`config.mk`:
```
export PLATFORM = sky130hd
export DESIGN_NAME = uart_modem_ctrl
export DESIGN_NICKNAME = d
export VERILOG_FILES = /design/src/logic/uart_modem_ctrl_pkg.sv /design/src/logic/uart_modem_ctrl.sv
export VERILOG_INCLUDE_DIRS = /design/src /design/src/logic
export SDC_FILE = /design/constraint.sdc
export NUM_CORES = 1
export LEC_CHECK = 0
export BUFFER_PORTS_ARGS = -buffer_cell sky130_fd_sc_hd__buf_2
export CAP_MARGIN = 15
export CORE_ASPECT_RATIO = 2
export CORE_MARGIN = 3
export CORE_UTILIZATION = 35
export DETAILED_ROUTE_END_ITERATION = 6
export PLACE_DENSITY = 0.67
export SLEW_MARGIN = 20
export SYNTH_ARGS = -nofsm -noshare
export SYNTH_HDL_FRONTEND = slang
export SYNTH_SLANG_ARGS = --single-unit
```
`constraint.sdc`:
```
create_clock -name SYS_CLK_IN -period 4.45 [get_ports SYS_CLK_IN]
set_input_delay 0.6675 -clock SYS_CLK_IN [delete_from_list [all_inputs] [get_ports SYS_CLK_IN]]
set_output_delay 0.6675 -clock SYS_CLK_IN [all_outputs]
set_load 0.1 [all_outputs]
```
`src/logic/uart_modem_ctrl_defines.svh`:
```
// register offsets, field positions, reset values of the modem control block
`ifndef UART_MODEM_CTRL_DEFINES_SVH
`define UART_MODEM_CTRL_DEFINES_SVH

// register byte addresses
`define MODEM_LINE_CONTROL_OFS    32'h5000_1010
`define LINE_CONDITION_STATUS_OFS 32'h5000_1014
`define MODEM_LINE_STATUS_OFS     32'h5000_1018
`define MODEM_IRQ_STATUS_OFS      32'h5000_101C
`define MODEM_IRQ_MASK_OFS        32'h5000_1020

// modem control register fields
`define MCTL_DTR_BIT     0
`define MCTL_RTS_BIT     1
`define MCTL_OUT_A_BIT   2
`define MCTL_OUT_B_BIT   3
`define MCTL_LOOP_BIT    4
`define MCTL_AFLOW_BIT   5
`define MCTL_IR_BIT      6
`define MCTL_WIDTH       7

// modem line bit positions (status, interrupt and mask registers)
`define MLS_CTS_BIT      0
`define MLS_DSR_BIT      1
`define MLS_RI_BIT       2
`define MLS_DCD_BIT      3

// reset values
`define MCTL_RESET       7'h00
`define IRQ_RESET        4'h0
`define RDATA_RESET      16'h0000

`endif

```
`src/logic/uart_modem_ctrl_pkg.sv`:
```
// types shared by the modem control block
`default_nettype none
package uart_modem_ctrl_pkg;
   typedef logic [31:0] reg_addr_type;
   typedef logic [15:0] reg_data_type;
   typedef logic [3:0]  modem_line_type;
   typedef logic [7:0]  line_status_type;
endpackage
`default_nettype wire

```
`src/logic/uart_modem_ctrl.sv`:
```
// modem control, user outputs, request-to-send and loopback of a serial port
//
// Overview of operation
// - loopback, normal: tx pin high, tx looped
// - interrupts work unchanged during loopback
// - loopback: modem inputs replaced by control outputs
// - loopback: output b high, bit looped back
// - loopback: output a high, bit looped back
// - no auto flow: request pin is inverse bit 1
// - auto flow: above threshold forces request high
// - loopback: request pin high, bit looped back
// - control bits read/write, reset to zero
// - bit 6 selects infrared or normal mode
// - bit 5 enables auto flow with fifos
`include "uart_modem_ctrl_defines.svh"
`default_nettype none
module uart_modem_ctrl (
   // clock and reset
   input  wire logic                              SYS_CLK_IN,
   input  wire logic                              RST_N_IN,
   // register port
   input  wire uart_modem_ctrl_pkg::reg_addr_type REG_ADDR_IN,
   input  wire uart_modem_ctrl_pkg::reg_data_type REG_WDATA_IN,
   input  wire logic                              REG_WR_IN,
   input  wire logic                              REG_RD_IN,
   output var  uart_modem_ctrl_pkg::reg_data_type REG_RDATA_OUT,
   // interrupt
   output logic                                   IRQ_OUT,
   // neighbouring blocks of the port
   input  wire logic                              FIFO_EN_IN,
   input  wire logic                              RX_ABOVE_TRIG_IN,
   input  wire uart_modem_ctrl_pkg::line_status_type LINE_STATUS_IN,
   input  wire logic                              TX_SER_IN,
   input  wire logic                              IR_TX_N_IN,
   output logic                                   RX_SER_OUT,
   output logic                                   IR_RX_OUT,
   output var  uart_modem_ctrl_pkg::modem_line_type MODEM_STAT_OUT,
   output logic                                   IR_MODE_OUT,
   // serial data pins
   output logic                                   SER_TX_OUT,
   input  wire logic                              SER_RX_IN,
   output logic                                   IR_TX_N_OUT,
   input  wire logic                              IR_RX_IN,
   // modem pins, active low
   output logic                                   DTR_N_OUT,
   output logic                                   RTS_N_OUT,
   output logic                                   USER_OUTPUT_A_PIN_N_OUT,
   output logic                                   USER_OUTPUT_B_PIN_N_OUT,
   input  wire logic                              CTS_N_IN,
   input  wire logic                              DSR_N_IN,
   input  wire logic                              RING_INDICATE_PIN_N_IN,
   input  wire logic                              DCD_N_IN
);
   import uart_modem_ctrl_pkg::*;

   logic [`MCTL_WIDTH-1:0] modem_control_reg_r;
   logic                  loopback_select;
   logic                  infrared_enable_bit;
   logic                  auto_flow_enable_bit;
   logic                  user_output_a_ctl;
   logic                  user_output_b_ctl;
   logic                  rts_ctl;
   logic                  dtr_ctl;
   logic                  rts_gated;
   modem_line_type        mstat_nxt;
   modem_line_type        mstat_r;
   modem_line_type        mevent;
   modem_line_type        istat_r;
   modem_line_type        imask_r;
   modem_line_type        istat_clr;
   logic                  wr_mctl;
   logic                  wr_istat;
   logic                  wr_imask;
   reg_data_type          rdata_nxt;

   // write decode
   assign wr_mctl  = REG_WR_IN && (REG_ADDR_IN == `MODEM_LINE_CONTROL_OFS);
   assign wr_istat = REG_WR_IN && (REG_ADDR_IN == `MODEM_IRQ_STATUS_OFS);
   assign wr_imask = REG_WR_IN && (REG_ADDR_IN == `MODEM_IRQ_MASK_OFS);

   // modem control register, cleared at reset
   always_ff @(posedge SYS_CLK_IN) begin
      if (!RST_N_IN) begin
         modem_control_reg_r <= `MCTL_RESET;
      end else if (wr_mctl) begin
         modem_control_reg_r <= REG_WDATA_IN[`MCTL_WIDTH-1:0];
      end
   end

   // field views of the control register
   assign dtr_ctl              = modem_control_reg_r[`MCTL_DTR_BIT];
   assign rts_ctl              = modem_control_reg_r[`MCTL_RTS_BIT];
   assign user_output_a_ctl    = modem_control_reg_r[`MCTL_OUT_A_BIT];
   assign user_output_b_ctl    = modem_control_reg_r[`MCTL_OUT_B_BIT];
   assign loopback_select      = modem_control_reg_r[`MCTL_LOOP_BIT];
   assign auto_flow_enable_bit = modem_control_reg_r[`MCTL_AFLOW_BIT];
   assign infrared_enable_bit  = modem_control_reg_r[`MCTL_IR_BIT];

   // request-to-send qualified by the receive threshold under auto flow
   assign rts_gated = rts_ctl &&
      !(auto_flow_enable_bit && FIFO_EN_IN && RX_ABOVE_TRIG_IN);

   // modem status as seen by the port, looped in diagnostic mode
   always_comb begin
      if (loopback_select) begin
         mstat_nxt[`MLS_CTS_BIT] = rts_ctl;
         mstat_nxt[`MLS_DSR_BIT] = dtr_ctl;
         mstat_nxt[`MLS_RI_BIT]  = user_output_a_ctl;
         mstat_nxt[`MLS_DCD_BIT] = user_output_b_ctl;
      end else begin
         mstat_nxt[`MLS_CTS_BIT] = !CTS_N_IN;
         mstat_nxt[`MLS_DSR_BIT] = !DSR_N_IN;
         mstat_nxt[`MLS_RI_BIT]  = !RING_INDICATE_PIN_N_IN;
         mstat_nxt[`MLS_DCD_BIT] = !DCD_N_IN;
      end
   end

   // modem status register
   always_ff @(posedge SYS_CLK_IN) begin
      if (!RST_N_IN) begin
         mstat_r <= `IRQ_RESET;
      end else begin
         mstat_r <= mstat_nxt;
      end
   end

   // change events: any edge, ring only on its trailing edge
   always_comb begin
      mevent = mstat_nxt ^ mstat_r;
      mevent[`MLS_RI_BIT] = mstat_r[`MLS_RI_BIT] && !mstat_nxt[`MLS_RI_BIT];
   end

   // write-one-to-clear mask
   assign istat_clr = wr_istat ? REG_WDATA_IN[3:0] : 4'h0;

   // sticky interrupt status, a new event beats a clear
   always_ff @(posedge SYS_CLK_IN) begin
      if (!RST_N_IN) begin
         istat_r <= `IRQ_RESET;
      end else begin
         istat_r <= (istat_r & ~istat_clr) | mevent;
      end
   end

   // interrupt mask
   always_ff @(posedge SYS_CLK_IN) begin
      if (!RST_N_IN) begin
         imask_r <= `IRQ_RESET;
      end else if (wr_imask) begin
         imask_r <= REG_WDATA_IN[3:0];
      end
   end

   // interrupt output, high while any unmasked status bit is set
   always_ff @(posedge SYS_CLK_IN) begin
      if (!RST_N_IN) begin
         IRQ_OUT <= 1'b0;
      end else begin
         IRQ_OUT <= |(istat_r & imask_r);
      end
   end

   // read multiplexer, unmapped addresses read zero
   always_comb begin
      rdata_nxt = `RDATA_RESET;
      unique case (REG_ADDR_IN)
         `MODEM_LINE_CONTROL_OFS:
            rdata_nxt[`MCTL_WIDTH-1:0] = modem_control_reg_r;
         `LINE_CONDITION_STATUS_OFS:
            rdata_nxt[7:0] = LINE_STATUS_IN;
         `MODEM_LINE_STATUS_OFS:
            rdata_nxt[3:0] = mstat_r;
         `MODEM_IRQ_STATUS_OFS:
            rdata_nxt[3:0] = istat_r;
         `MODEM_IRQ_MASK_OFS:
            rdata_nxt[3:0] = imask_r;
         default:
            rdata_nxt = `RDATA_RESET;
      endcase
   end

   // read data stand for the one cycle after the strobe
   always_ff @(posedge SYS_CLK_IN) begin
      if (!RST_N_IN) begin
         REG_RDATA_OUT <= `RDATA_RESET;
      end else if (REG_RD_IN) begin
         REG_RDATA_OUT <= rdata_nxt;
      end else begin
         REG_RDATA_OUT <= `RDATA_RESET;
      end
   end

   // serial data path, normal or looped
   always_ff @(posedge SYS_CLK_IN) begin
      if (!RST_N_IN) begin
         SER_TX_OUT  <= 1'b1;
         RX_SER_OUT  <= 1'b1;
         IR_TX_N_OUT <= 1'b1;
         IR_RX_OUT   <= 1'b0;
      end else if (loopback_select && !infrared_enable_bit) begin
         SER_TX_OUT  <= 1'b1;
         RX_SER_OUT  <= TX_SER_IN;
         IR_TX_N_OUT <= 1'b1;
         IR_RX_OUT   <= IR_RX_IN;
      end else if (loopback_select) begin
         SER_TX_OUT  <= 1'b1;
         RX_SER_OUT  <= SER_RX_IN;
         IR_TX_N_OUT <= 1'b0;
         IR_RX_OUT   <= !TX_SER_IN;
      end else begin
         SER_TX_OUT  <= TX_SER_IN;
         RX_SER_OUT  <= SER_RX_IN;
         IR_TX_N_OUT <= IR_TX_N_IN;
         IR_RX_OUT   <= IR_RX_IN;
      end
   end

   // modem outputs, held inactive high during loopback
   always_ff @(posedge SYS_CLK_IN) begin
      if (!RST_N_IN) begin
         DTR_N_OUT               <= 1'b1;
         RTS_N_OUT               <= 1'b1;
         USER_OUTPUT_A_PIN_N_OUT <= 1'b1;
         USER_OUTPUT_B_PIN_N_OUT <= 1'b1;
      end else if (loopback_select) begin
         DTR_N_OUT               <= 1'b1;
         RTS_N_OUT               <= 1'b1;
         USER_OUTPUT_A_PIN_N_OUT <= 1'b1;
         USER_OUTPUT_B_PIN_N_OUT <= 1'b1;
      end else begin
         DTR_N_OUT               <= !dtr_ctl;
         RTS_N_OUT               <= !rts_gated;
         USER_OUTPUT_A_PIN_N_OUT <= !user_output_a_ctl;
         USER_OUTPUT_B_PIN_N_OUT <= !user_output_b_ctl;
      end
   end

   // status copies for the rest of the port
   always_ff @(posedge SYS_CLK_IN) begin
      if (!RST_N_IN) begin
         MODEM_STAT_OUT <= `IRQ_RESET;
         IR_MODE_OUT    <= 1'b0;
      end else begin
         MODEM_STAT_OUT <= mstat_nxt;
         IR_MODE_OUT    <= infrared_enable_bit;
      end
   end

   // checks
   property p_lb_tx_high;
      @(posedge SYS_CLK_IN) disable iff (!RST_N_IN)
      (loopback_select && !infrared_enable_bit) |=>
         (SER_TX_OUT && RX_SER_OUT == $past(TX_SER_IN));
   endproperty
   a_lb_tx_high: assert property (p_lb_tx_high)
      else $error("loopback did not hold tx high or loop data");

   property p_lb_irq;
      @(posedge SYS_CLK_IN) disable iff (!RST_N_IN)
      (loopback_select && mevent[`MLS_CTS_BIT]) |=>
         istat_r[`MLS_CTS_BIT] ##1
         (!$past(imask_r[`MLS_CTS_BIT]) || IRQ_OUT);
   endproperty
   a_lb_irq: assert property (p_lb_irq)
      else $error("modem change in loopback lost its interrupt");

   property p_lb_status;
      @(posedge SYS_CLK_IN) disable iff (!RST_N_IN)
      loopback_select |=> MODEM_STAT_OUT ==
         $past({user_output_b_ctl, user_output_a_ctl, dtr_ctl, rts_ctl});
   endproperty
   a_lb_status: assert property (p_lb_status)
      else $error("loopback status not taken from control bits");

   property p_lb_ir;
      @(posedge SYS_CLK_IN) disable iff (!RST_N_IN)
      (loopback_select && infrared_enable_bit) |=>
         (!IR_TX_N_OUT && IR_RX_OUT == !$past(TX_SER_IN));
   endproperty
   a_lb_ir: assert property (p_lb_ir)
      else $error("infrared loopback wrong");

   property p_out_b;
      @(posedge SYS_CLK_IN) disable iff (!RST_N_IN)
      !loopback_select |=>
         USER_OUTPUT_B_PIN_N_OUT == !$past(user_output_b_ctl);
   endproperty
   a_out_b: assert property (p_out_b)
      else $error("user output b not inverse of its bit");

   property p_out_a;
      @(posedge SYS_CLK_IN) disable iff (!RST_N_IN)
      !loopback_select |=>
         USER_OUTPUT_A_PIN_N_OUT == !$past(user_output_a_ctl);
   endproperty
   a_out_a: assert property (p_out_a)
      else $error("user output a not inverse of its bit");

   property p_lb_pins_high;
      @(posedge SYS_CLK_IN) disable iff (!RST_N_IN)
      loopback_select [*2] |->
         (USER_OUTPUT_A_PIN_N_OUT && USER_OUTPUT_B_PIN_N_OUT && RTS_N_OUT);
   endproperty
   a_lb_pins_high: assert property (p_lb_pins_high)
      else $error("modem pin active during loopback");

   property p_rts_plain;
      @(posedge SYS_CLK_IN) disable iff (!RST_N_IN)
      (!loopback_select && !auto_flow_enable_bit) |=>
         RTS_N_OUT == !$past(rts_ctl);
   endproperty
   a_rts_plain: assert property (p_rts_plain)
      else $error("request pin not inverse of its bit");

   property p_rts_flow;
      @(posedge SYS_CLK_IN) disable iff (!RST_N_IN)
      (!loopback_select && auto_flow_enable_bit && FIFO_EN_IN
         && RX_ABOVE_TRIG_IN) |=> RTS_N_OUT;
   endproperty
   a_rts_flow: assert property (p_rts_flow)
      else $error("request pin active above threshold");

   property p_reset_clear;
      @(posedge SYS_CLK_IN)
      !RST_N_IN |=> (modem_control_reg_r == `MCTL_RESET && RTS_N_OUT);
   endproperty
   a_reset_clear: assert property (p_reset_clear)
      else $error("control bits not cleared by reset");

   property p_ctl_readback;
      @(posedge SYS_CLK_IN) disable iff (!RST_N_IN)
      (wr_mctl ##1 (REG_RD_IN && REG_ADDR_IN == `MODEM_LINE_CONTROL_OFS
         && !REG_WR_IN)) |=>
         REG_RDATA_OUT[`MCTL_WIDTH-1:0] ==
         $past(REG_WDATA_IN[`MCTL_WIDTH-1:0], 2);
   endproperty
   a_ctl_readback: assert property (p_ctl_readback)
      else $error("control register readback mismatch");

endmodule // uart_modem_ctrl
`default_nettype wire

```
Yosys cells after proc, flatten, opt, wreduce, memory -nomap -nowiden. Cells that the tools add are included.

Bits in writable memories: 0. Register bits after elaboration: 45. Input bits: 70. Word-level logic and storage cells: 62. Latch bits: 0. Memories: 0. ROM bits: 0.

Multiply operators: 0. Multiplexer cells: 8. Shift-type cells: 0. Divide/modulo/power cells: 0. Order comparisons: 0. Add/sub/neg operators: 0. Reductions and logical operators: 26. Bitwise operators: 6. Equal/unequal tests: 5.

Operators with widths (number): $eq A32 B31 Y1 const B (5); $pmux W4 S5 (1); $logic_not A1 Y1 (12); $and A4 B4 Y4 (2); $logic_and A1 B1 Y1 (8); $mux W4 (2); $pmux W3 S2 (1); $mux W1 (4); $not A4 Y4 (1); $or A4 B4 Y4 (1); $reduce_or A2 Y1 (2); $reduce_or A4 Y1 (1); $xor A4 B4 Y4 (1); $reduce_and A3 Y1 (1); $reduce_or A3 Y1 (1); $reduce_and A2 Y1 (1); $not A1 Y1 (1).

Depth between registers and ports, before layout. Gate-level depths: netlist (run 1).

Depth in word-level cells: 6. Depth in mapped cells: 5. Gate-level depth less buffers: 4.

Least setup slack after synthesis (run 1). Ideal clock, no wire load.

Kind: input port to flip-flop. Start: input port REG_ADDR_IN[24]. End: register modem_control_reg_r[0]. Buffers on the path: 0. Arrival: 1.892 ns. Data required time: 4.378 ns. Stages: 4. Slack: 2.486 ns. Path through: nor4b_1 nand3_1 nor4_4 mux2i_1.

Word-level cells in the longest chain between the ends: 2.

Ends and longest elaborated chain: from (decl) (line uart_modem_ctrl.sv:22) `input wire uart_modem_ctrl_pkg::reg_addr_type REG_ADDR_IN,`; $eq A32 B31 Y1; $logic_and A1 B1 Y1 (line uart_modem_ctrl.sv:77) `` assign wr_mctl = REG_WR_IN && (REG_ADDR_IN == `MODEM_LINE_CONTROL_OFS); ``; to (signal assigned) (line uart_modem_ctrl.sv:84) `` modem_control_reg_r <= `MCTL_RESET; ``; to (signal assigned) (line uart_modem_ctrl.sv:86) `` modem_control_reg_r <= REG_WDATA_IN[`MCTL_WIDTH-1:0]; ``; to (decl) (line uart_modem_ctrl.sv:56) `` logic [`MCTL_WIDTH-1:0] modem_control_reg_r; ``.

Every way passes these cells. A chain may end at the register's enable or synchronous reset.

Worst setup path in the final report (run 1).
Start: input port REG_ADDR_IN[13]. End: register istat_r[2].

Word-level cells in the longest chain between the ends: 6.

Ends and longest elaborated chain: $eq A32 B31 Y1; $logic_and A1 B1 Y1 (line uart_modem_ctrl.sv:78) `` assign wr_istat = REG_WR_IN && (REG_ADDR_IN == `MODEM_IRQ_STATUS_OFS); ``; $mux W4 (line uart_modem_ctrl.sv:134) `assign istat_clr = wr_istat ? REG_WDATA_IN[3:0] : 4'h0;`; $not A4 Y4 (line uart_modem_ctrl.sv:141) `istat_r <= (istat_r & ~istat_clr) | mevent;`; $and A4 B4 Y4 (line uart_modem_ctrl.sv:141); $or A4 B4 Y4 (line uart_modem_ctrl.sv:141); to (signal assigned) (line uart_modem_ctrl.sv:139) `` istat_r <= `IRQ_RESET; ``; to (signal assigned) (line uart_modem_ctrl.sv:141); to (decl) (line uart_modem_ctrl.sv:68) `modem_line_type istat_r;`.

Every way passes these cells.

==> results_dict.tcl, run 1 <==
set metrics [dict create \
    status "completed" \
    startpoint "REG_ADDR_IN[13]" \
    crit_required_ns 4.59 \
    ys_ff_latch 37 \
    cts.clk_slew.worst_paths_ns 0.07 \
    fin_crit_sh_pct 46.4 \
    grtUsageTotal_pct 14.9 \
    yosysSeqAreaShare_pct 40.5 \
    syn_to_final_growth_pct 25.7 \
    vias 1598 \
    cts_setup_buffers 0 \
    grt_overflow 0 \
    fin_setup_tns_ns 0 \
    arrival_ns 2.21 \
    io-pin-count 100 \
    max_stage_delay_ns 0.75 \
    drive_gt1_share_pct 39.5 \
    cts_tree "built" \
    rsz0062_at_grt "no" \
    antenna_found_initial 0 \
    maxCapViolations 0 \
    crit_path_start_kind "primary input" \
    synth-edff-count 0 \
    crit_slowest_cell "nor4_1" \
    post_drt_via_cell_ratio 4.95 \
    postLayoutCellArea_um2 2300 \
    avgSynthCellArea_um2 9.89 \
    cpLargestDelayFamily "simple AND/OR/NAND/NOR gates" \
    nets 336 \
    worstSkewPairLatency_ns 0.28 \
    gp_congestion 0.770 \
    grt_pass1_vias 1586 \
    path_max_fanout 4 \
    yosys_warnings 0 \
    cts.sinks 37 \
    wirelength_um 4590 \
    grt_pass1_wl_um 7220 \
    cts_htree_levels 2 \
    syn-cell-area_um2 1830 \
    drcViolationCount 0 \
    initial_core_util_pct 36.9 \
    timing.fmax_mhz 485 \
    post-route-min-period_ns 2.06 \
    ir_worst_vdd_uv 194 \
    die_area_um2 6190 \
    hold_viol_final 0 \
    relSlewSlack_pct 45.4 \
    p_comb_share_pct 18.7 \
    fp.dieW_um 57.1 \
    syn_inst 185 \
    worst_r2r_endpoint "istat_r[3]" \
    internal_power_mw 0.500 \
    first_pass_iters 5 \
    cts_root_buf "clkbuf_8" \
    dpl_cell_area_um2 2210 \
    cts_resized 0 \
    holdCritPathClass "flop to flop" \
    cp-end-kind "flop" \
    ctsLongestPathBuffers 2 \
    crit_end "istat_r[2]" \
    swShare_pct 30.0 \
    crit_type "primary input to flop" \
    fin_worst_skew_ns 0.00321 \
    core-area_um2 4950 \
    drt-initial-drc-count 45 \
    dp_hpwl_um 3730 \
    diodes 0 \
    worst_pin_slew_ns 0.812 \
    ant_nets 0 \
    synthArstFlopShare_pct 0 \
    worstRegToRegCells 4 \
    crit_chain "buf_2, nor4b_4, nand4_4, nor4_1, o21ai_0" \
    p_per_area_nw_per_um2 311 \
    wl_per_cell_um 14.2 \
    numCtsBuffers 5 \
    r2r_start "modem_control_reg_r[4]" \
    crit_cells 5 \
    yosys_most_used_dff "dfxtp_1" \
    hold_buffers 0 \
    p_switching_mw 0.215 \
    port_buffers 82 \
    synthDistinctLibCells 35 \
    clock_power_share_pct 33.4 \
    r2r_slack_ns 3.02 \
    setup_viol 0 \
    floorplan.rows 36 \
    report.final.slew_viol_count 0 \
    die_h_um 108 \
    p_seq_share_pct 48.0 \
    grt_max_degree 31 \
    crit_buf_inv 1 \
    p_leak_nw 1.02 \
]
## flip-flops by register name, summed over array words and instances, names as in the netlist, 4 cells and up
name,cells
imask_r,4
REG_RDATA_OUT,8
modem_control_reg_r,7
istat_r,4
MODEM_STAT_OUT,4
## worst min path at each step
| stage | startpoint | endpoint | slack (ns) | cells after the start |
|---|---|---|---|---|
| after floorplan | modem_control_reg_r[0] | DTR_N_OUT | 0.38 | 1 |
| after global placement | modem_control_reg_r[2] | USER_OUTPUT_A_PIN_N_OUT | 0.41 | 1 |
| after detailed placement | modem_control_reg_r[3] | USER_OUTPUT_B_PIN_N_OUT | 0.41 | 1 |
| after CTS | modem_control_reg_r[3] | USER_OUTPUT_B_PIN_N_OUT | 0.44 | 1 |
| after global routing | modem_control_reg_r[0] | DTR_N_OUT | 0.45 | 1 |
| final | modem_control_reg_r[3] | USER_OUTPUT_B_PIN_N_OUT | 0.43 | 1 |
## cell usage after synthesis, types with 5 or more instances
master,n,area (um^2)
nand2_1,28,105
dfxtp_1,37,741
nand2b_1,6,37.5
buf_4,8,60.1
buf_6,5,56.3
nor2_1,10,37.5
nand3_1,6,30.0
a21oi_1,6,30.0
mux2i_1,16,160
inv_1,6,22.5
## per-layer routing
metal	GRT usage [%]	up-vias	wire length [um]	part of all wire (%)
li1	-	806	-	-
met1	15.4	737	1640	36
met2	28.6	50	2640	58
met3	3.11	5	231	5.0
met4	5.47	0	81	1.8
met5	0	-	0	0
## cells in the final DEF, fill, tap and decap left out, types with 3 or more instances in the layout
cell and count:
buf_2 82, dfxtp_1 37, nand2_1 28, mux2i_1 16, nor2_1 10, conb_1 8, inv_1 6, nand3_1 6
nand2b_1 6, a21oi_1 6, clkbuf_8 6, nor4b_4 4, nor4_1 4, and3_1 4, nor3b_1 4, mux2_2 4
a22o_1 4, a222oi_1 4, nor4_2 3, o31ai_1 3
## cells by family (layout without fill, tap and decap cells)
group                  count (synthesis)  in the layout  share of synthesized area, %
flip-flops                            37             37                          40.5
other                                  1              8                         0.205
AO/OA/AOI/OAI                         23             23                          9.09
buffers and inverters                 21             95                          8.00
AND/OR/NAND/NOR                       83             83                          31.0
multiplexers                          20             20                          11.2
## through the flow
step / instances / hold slack (ns) / setup slack, ns / util (%) / total power [mW]
CTS: 323 / 0.437 / 2.36 / 46.4 / 0.721
global placement: 316 / 0.412 / 2.10 / 44.7 / 0.482
detailed placement: 316 / 0.411 / 2.05 / 44.7 / 0.484
global route: 323 / 0.448 / 2.23 / 46.4 / 0.746
finish: 323 / 0.435 / 2.39 / 46.4 / 0.715
floorplan: 192 / 0.379 / 2.49 / - / 0.450
## final cells by class
class,instances,area [um^2]
fill,537,2650
sequential,37,741
inverter,6,22.5
multi-input combinational,134,970
tap,57,71.3
timing repair buffer,82,410
clock buffer,7,86.3
## power by group through the flow
stage                     clock network (mW)  logic [mW]  registers, mW
after global routing                   0.259       0.142          0.344
after floorplan                            0      0.0727          0.377
after global placement                     0       0.132          0.351
after CTS                              0.245       0.134          0.343
after detailed placement                   0       0.134          0.351
final                                  0.239       0.133          0.343
(Power assumes the default switching activity.)
==> inputs of run 2 (changes only) <==
==> constraint.sdc (replaced) <==
create_clock -name SYS_CLK_IN -period 2 [get_ports SYS_CLK_IN]
set_input_delay 0.3 -clock SYS_CLK_IN [delete_from_list [all_inputs] [get_ports SYS_CLK_IN]]
set_output_delay 0.3 -clock SYS_CLK_IN [all_outputs]
set_load 0.1 [all_outputs]
==> results_dict.tcl, run 2 (synthesized netlist as in run 1, its figures left out) <==
set metrics [dict create \
    largest-register "REG_RDATA_OUT" \
    cts_root_buf "clkbuf_8" \
    fp.dieW_um 57.1 \
    vias 1646 \
    maxCapViolations 0 \
    fin_setup_tns_ns 0 \
    cts.clk_slew.worst_paths_ns 0.08 \
    setup_viol 0 \
    post-route-min-period_ns 1.55 \
    core-area_um2 4950 \
    max_stage_delay_ns 0.55 \
    path_max_fanout 8 \
    grtUsageTotal_pct 15.3 \
    hold_buffers 0 \
    holdCritPathClass "primary input to flop" \
    first_pass_iters 4 \
    io-pin-count 100 \
    crit_buf_inv 1 \
    nets 343 \
    placed_cells 323 \
    drt-initial-drc-count 84 \
    drive_gt1_share_pct 41.2 \
    ant_nets 0 \
    cts_setup_buffers 0 \
    ctsLongestPathBuffers 2 \
    syn_to_final_growth_pct 29.9 \
    cp-end-kind "flop" \
    floorplan.rows 36 \
    initial_core_util_pct 36.9 \
    cpLargestDelayFamily "simple AND/OR/NAND/NOR gates" \
    p_per_area_nw_per_um2 723 \
    internal_power_mw 1.22 \
    fin_cells 331 \
    top_regs "REG_RDATA_OUT (8), modem_control_reg_r (7)" \
    post_drt_via_cell_ratio 4.97 \
    swShare_pct 29.1 \
    crit_chain "buf_2, nor4b_4, nand4_4, or3_1, nor4_1" \
    antenna_found_initial 0 \
    largest_reg_flops 8 \
    numCtsBuffers 5 \
    gp_congestion 0.777 \
    fin_crit_sh_pct 77.5 \
    clock_power_share_pct 38.0 \
    status "completed" \
    worstSkewPairLatency_ns 0.29 \
    cts_htree_levels 2 \
    drcViolationCount 0 \
    final_cell_mix "82 x buf_2, 37 x dfxtp_1, 28 x nand2_1" \
    cts.sinks 37 \
    diodes 0 \
    die_h_um 108 \
    grt_pass1_wl_um 7430 \
    arrival_ns 1.75 \
    utilization_pct 48.0 \
    cts_resized 0 \
    p_leak_nw 1.07 \
    port_buffers 82 \
    report.final.slew_viol_count 0 \
    hold_viol_final 0 \
    ir_worst_vdd_uv 428 \
    grt_max_degree 18 \
    dp_hpwl_um 3830 \
    p_switching_mw 0.501 \
    die_area_um2 6190 \
    rsz0062_at_grt "no" \
    wl_per_cell_um 14.4 \
    r2r_slack_ns 0.60 \
    timing.fmax_mhz 645 \
    fin_worst_skew_ns 0.00918 \
    crit_required_ns 2.21 \
    p_seq_share_pct 44.3 \
    grt_overflow 0 \
    layout_commonest_cell "buf_2" \
    crit_type "primary input to flop" \
    cts_tree "built" \
    grt_pass1_vias 1623 \
    crit_path_start_kind "primary input" \
    wirelength_um 4760 \
    crit_slowest_cell "or3_1" \
    p_comb_share_pct 17.7 \
]
run 2: changes by cell type in the layout (fill, tap and decap cells not counted), sizes merged:
cell,before,now
clkinv,0,1
clkbuf,7,6
bufinv,0,1
buf,82,89
run 2: metal layers:
metal / global-route usage [%] / up-vias / share of wire [%]
met5: 0 / - / 0
met4: 6.47 / 0 / 2.0
met3: 2.63 / 7 / 5.4
met2: 29.5 / 50 / 57
met1: 15.6 / 764 / 35
li1: - / 825 / -
run 2: path summary, 6_finish.rpt:
path	endpoint	cells after the start	from
worst max-delay path	REG_RDATA_OUT[5]	5	REG_ADDR_IN[13]
worst min-delay path	SER_TX_OUT	2	TX_SER_IN
worst max register to register	istat_r[3]	4	modem_control_reg_r[4]
worst min register to register	USER_OUTPUT_A_PIN_N_OUT	1	modem_control_reg_r[2]
run 2: power groups by stage:
stage	logic [mW]	registers [mW]	clock network (mW)
floorplan	0.162	0.840	0
finish	0.305	0.762	0.653
global placement	0.300	0.780	0
global route	0.324	0.765	0.695
CTS	0.305	0.762	0.667
detailed placement	0.305	0.779	0
run 2: final cells by class:
cell class                      count  area, um^2
Fill cell                         508        2580
Multi-Input combinational cell    134         970
Sequential cell                    37         741
Timing Repair Buffer               89         463
Clock buffer                        6        72.6
Tap cell                           57        71.3
Clock inverter                      2        38.8
Inverter                            6        22.5
run 2: through the flow:
stage	power [mW]	setup WS, ns	hold slack [ns]	area (um^2)
global placement	1.08	0.176	0.407	2270
global route	1.78	0.308	0.230	2380
CTS	1.73	0.438	0.210	2380
detailed placement	1.08	0.124	0.406	2270
floorplan	1.00	0.380	0.379	1860
finish	1.72	0.450	0.221	2380
run 2: worst reg2reg max path: stages (launching register included):
cell	delay [ns]
dfxtp_1	0.63
nor2b_1	0.15
o21a_1	0.21
o31ai_1	0.24
a21oi_1	0.06
==> inputs of run 3 (changes only) <==
--- a/config.mk
+++ b/config.mk
@@ -6,13 +6,14 @@
 export SDC_FILE = /design/constraint.sdc
 export NUM_CORES = 1
 export LEC_CHECK = 0
+export ABC_AREA = 1
 export BUFFER_PORTS_ARGS = -buffer_cell sky130_fd_sc_hd__buf_2
 export CAP_MARGIN = 15
 export CORE_ASPECT_RATIO = 2
 export CORE_MARGIN = 3
 export CORE_UTILIZATION = 35
 export DETAILED_ROUTE_END_ITERATION = 6
-export PLACE_DENSITY = 0.67
+export PLACE_DENSITY = 0.66
 export SLEW_MARGIN = 20
 export SYNTH_ARGS = -nofsm -noshare
 export SYNTH_HDL_FRONTEND = slang
==> constraint.sdc (replaced) <==
create_clock -name SYS_CLK_IN -period 1.47 [get_ports SYS_CLK_IN]
set_input_delay 0.2205 -clock SYS_CLK_IN [delete_from_list [all_inputs] [get_ports SYS_CLK_IN]]
set_output_delay 0.2205 -clock SYS_CLK_IN [all_outputs]
set_load 0.1 [all_outputs]
==> results_dict.tcl, run 3 <==
set metrics [dict create \
    fin_worst_skew_ns 0.00984 \
    synthArstFlopShare_pct 0 \
    avgSynthCellArea_um2 6.93 \
    post_drt_via_cell_ratio 4.63 \
    crit_chain "buf_2" \
    grt_max_degree 16 \
    vias 1981 \
    holdCritPathClass "primary input to flop" \
    yosys_most_used_dff "dfxtp_1" \
    top_regs "REG_RDATA_OUT (8), modem_control_reg_r (7)" \
    wl_per_cell_um 11.8 \
    setup_viol 0 \
    power.total_mw 2.18 \
    crit_required_ns 1.25 \
    largest-register "REG_RDATA_OUT" \
    nets 439 \
    grt_pass1_vias 1950 \
    ys_ff_latch 37 \
    yosysSeqAreaShare_pct 37.9 \
    arrival_ns 1.15 \
    path_max_fanout 3 \
    ir_worst_vdd_uv 755 \
    status "completed" \
    io-pin-count 100 \
    crit_type "flop to output port" \
    p_per_area_nw_per_um2 871 \
    max_stage_delay_ns 0.46 \
    initial_core_util_pct 37.0 \
    yosys_warnings 0 \
    hold_buffers 0 \
    first_pass_iters 4 \
    cts_htree_levels 2 \
    synthDistinctLibCells 28 \
    cp-end-kind "output port" \
    grt_overflow 0 \
    drt-initial-drc-count 46 \
    pre_cts_ws_ns 0.0290 \
    port_buffers 82 \
    hold_viol_final 0 \
    cpLargestDelayFamily "buffers and inverters" \
    ys_top_cells_by_area "dfxtp_1 38%, nor2_1 11%, nand2_1 9.6%" \
    cts.sinks 37 \
    min_from "IR_TX_N_IN" \
    worst_r2r_endpoint "istat_r[2]" \
    drcViolationCount 0 \
    post-route-min-period_ns 1.37 \
    layout_commonest_cell "buf_2" \
    cts.clk_slew.worst_paths_ns 0.08 \
    largest_reg_flops 8 \
    wirelength_um 5030 \
    dp_hpwl_um 4270 \
    holdPathStages 2 \
    placed_cells 420 \
    r2r_start "modem_control_reg_r[4]" \
    n_fill_cell 565 \
    fin_hold_ws_ns 0.137 \
    yosysTopAreaCellShare_pct 37.9 \
    maxCapViolations 0 \
    core-area_um2 5280 \
    gp_congestion 0.786 \
    cts_root_buf "clkbuf_8" \
    rsz0062_at_grt "no" \
    p_leak_nw 1.28 \
    cts_tree "built" \
    final_cell_mix "82 x buf_2, 56 x nor2_1, 50 x nand2_1" \
    fin_setup_tns_ns 0 \
    die_area_um2 6570 \
    yosysMostFrequentCell "nor2_1" \
    floorplan.rows 37 \
    diodes 0 \
    ctsLongestPathBuffers 2 \
    yosys.area.top_type "dfxtp_1" \
    die_h_um 112 \
    syn_inst 282 \
    fin_crit_sh_pct 93.0 \
    fp.dieW_um 58.8 \
    worstRegToRegCells 4 \
    grtUsageTotal_pct 16.1 \
    multiInputGateArea_um2 1040 \
    timing.fmax_mhz 732 \
    grt_pass1_wl_um 8410 \
    ant_nets 0 \
    numCtsBuffers 5 \
    r2r_slack_ns 0.19 \
    crit_buf_inv 1 \
    min_to "IR_TX_N_OUT" \
    fin_cells 428 \
    report.final.slew_viol_count 0 \
    syn-cell-area_um2 1950 \
    antenna_found_initial 0 \
    synth_common_cells "56 x nor2_1, 50 x nand2_1, 37 x dfxtp_1" \
    crit_path_start_kind "flop" \
    register_area_um2 741 \
    setup_slack_ns 0.103 \
    cts_setup_buffers 0 \
    worstSkewPairLatency_ns 0.29 \
    crit_slowest_cell "buf_2" \
    syn_to_final_growth_pct 27.8 \
    synth-edff-count 0 \
    cts_resized 0 \
    drive_gt1_share_pct 33.2 \
]
==> run 3: worst max path at each step <==
stage                      startpoint                endpoint  cells past startpoint
2_1_floorplan       MODEM_STAT_OUT[0]        REG_RDATA_OUT[0]                      4
3_3_place_gp          REG_ADDR_IN[13]              imask_r[2]                      9
3_5_place_dp          REG_ADDR_IN[29]  modem_control_reg_r[2]                     11
4_1_cts             MODEM_STAT_OUT[3]       MODEM_STAT_OUT[3]                      1
5_1_grt        modem_control_reg_r[4]              istat_r[2]                      4
6_report            MODEM_STAT_OUT[3]       MODEM_STAT_OUT[3]                      1
==> run 3: where the power goes <==
part	total (mW)	internal, mW	switching (mW)
registers	1.04	1.02	0.0143
logic	0.391	0.104	0.287
clock network	0.748	0.380	0.369
==> run 3: cells by family (layout without fill, tap and decap cells) <==
group	Yosys count	count (layout)	share of synthesized area, %
other	1	8	0.192
xor gates and xnor gates	3	3	1.34
buffers and inverters	42	123	10.4
and+or+nand+nor	171	171	42.4
DFF	37	37	37.9
AOI/OAI and AO/OA	28	28	7.75
==> run 3: cell type report <==
class	instances	share of cell area (%)
Clock inverter	2	0.551
Tap cell	58	2.90
Clock buffer	6	3.30
Multi-Input combinational cell	210	41.5
Timing Repair Buffer	86	17.6
Sequential cell	37	29.6
Inverter	29	4.46
==> run 3: worst register-to-register path, cell delays in order, from the launching register on <==
cell and delay, ns:
dfxtp_1 0.54, inv_1 0.16, o21ai_0 0.27, nand2_1 0.11, a21oi_1 0.14
==> run 3: routing by layer <==
metal  share of wire, %  track usage (%)  vias up
met4                1.3             4.54        0
met3                5.2             2.20        6
met5                  0                0        -
li1                   -                -     1046
met2                 59             33.1       49
met1                 35             15.2      880
==> run 3: through the flow <==
step                area (um^2)  util [%]
finish                     2500      47.3
global route               2500      47.3
CTS                        2500      47.3
detailed placement         2400      45.5
global placement           2400      45.5
floorplan                  1980         -
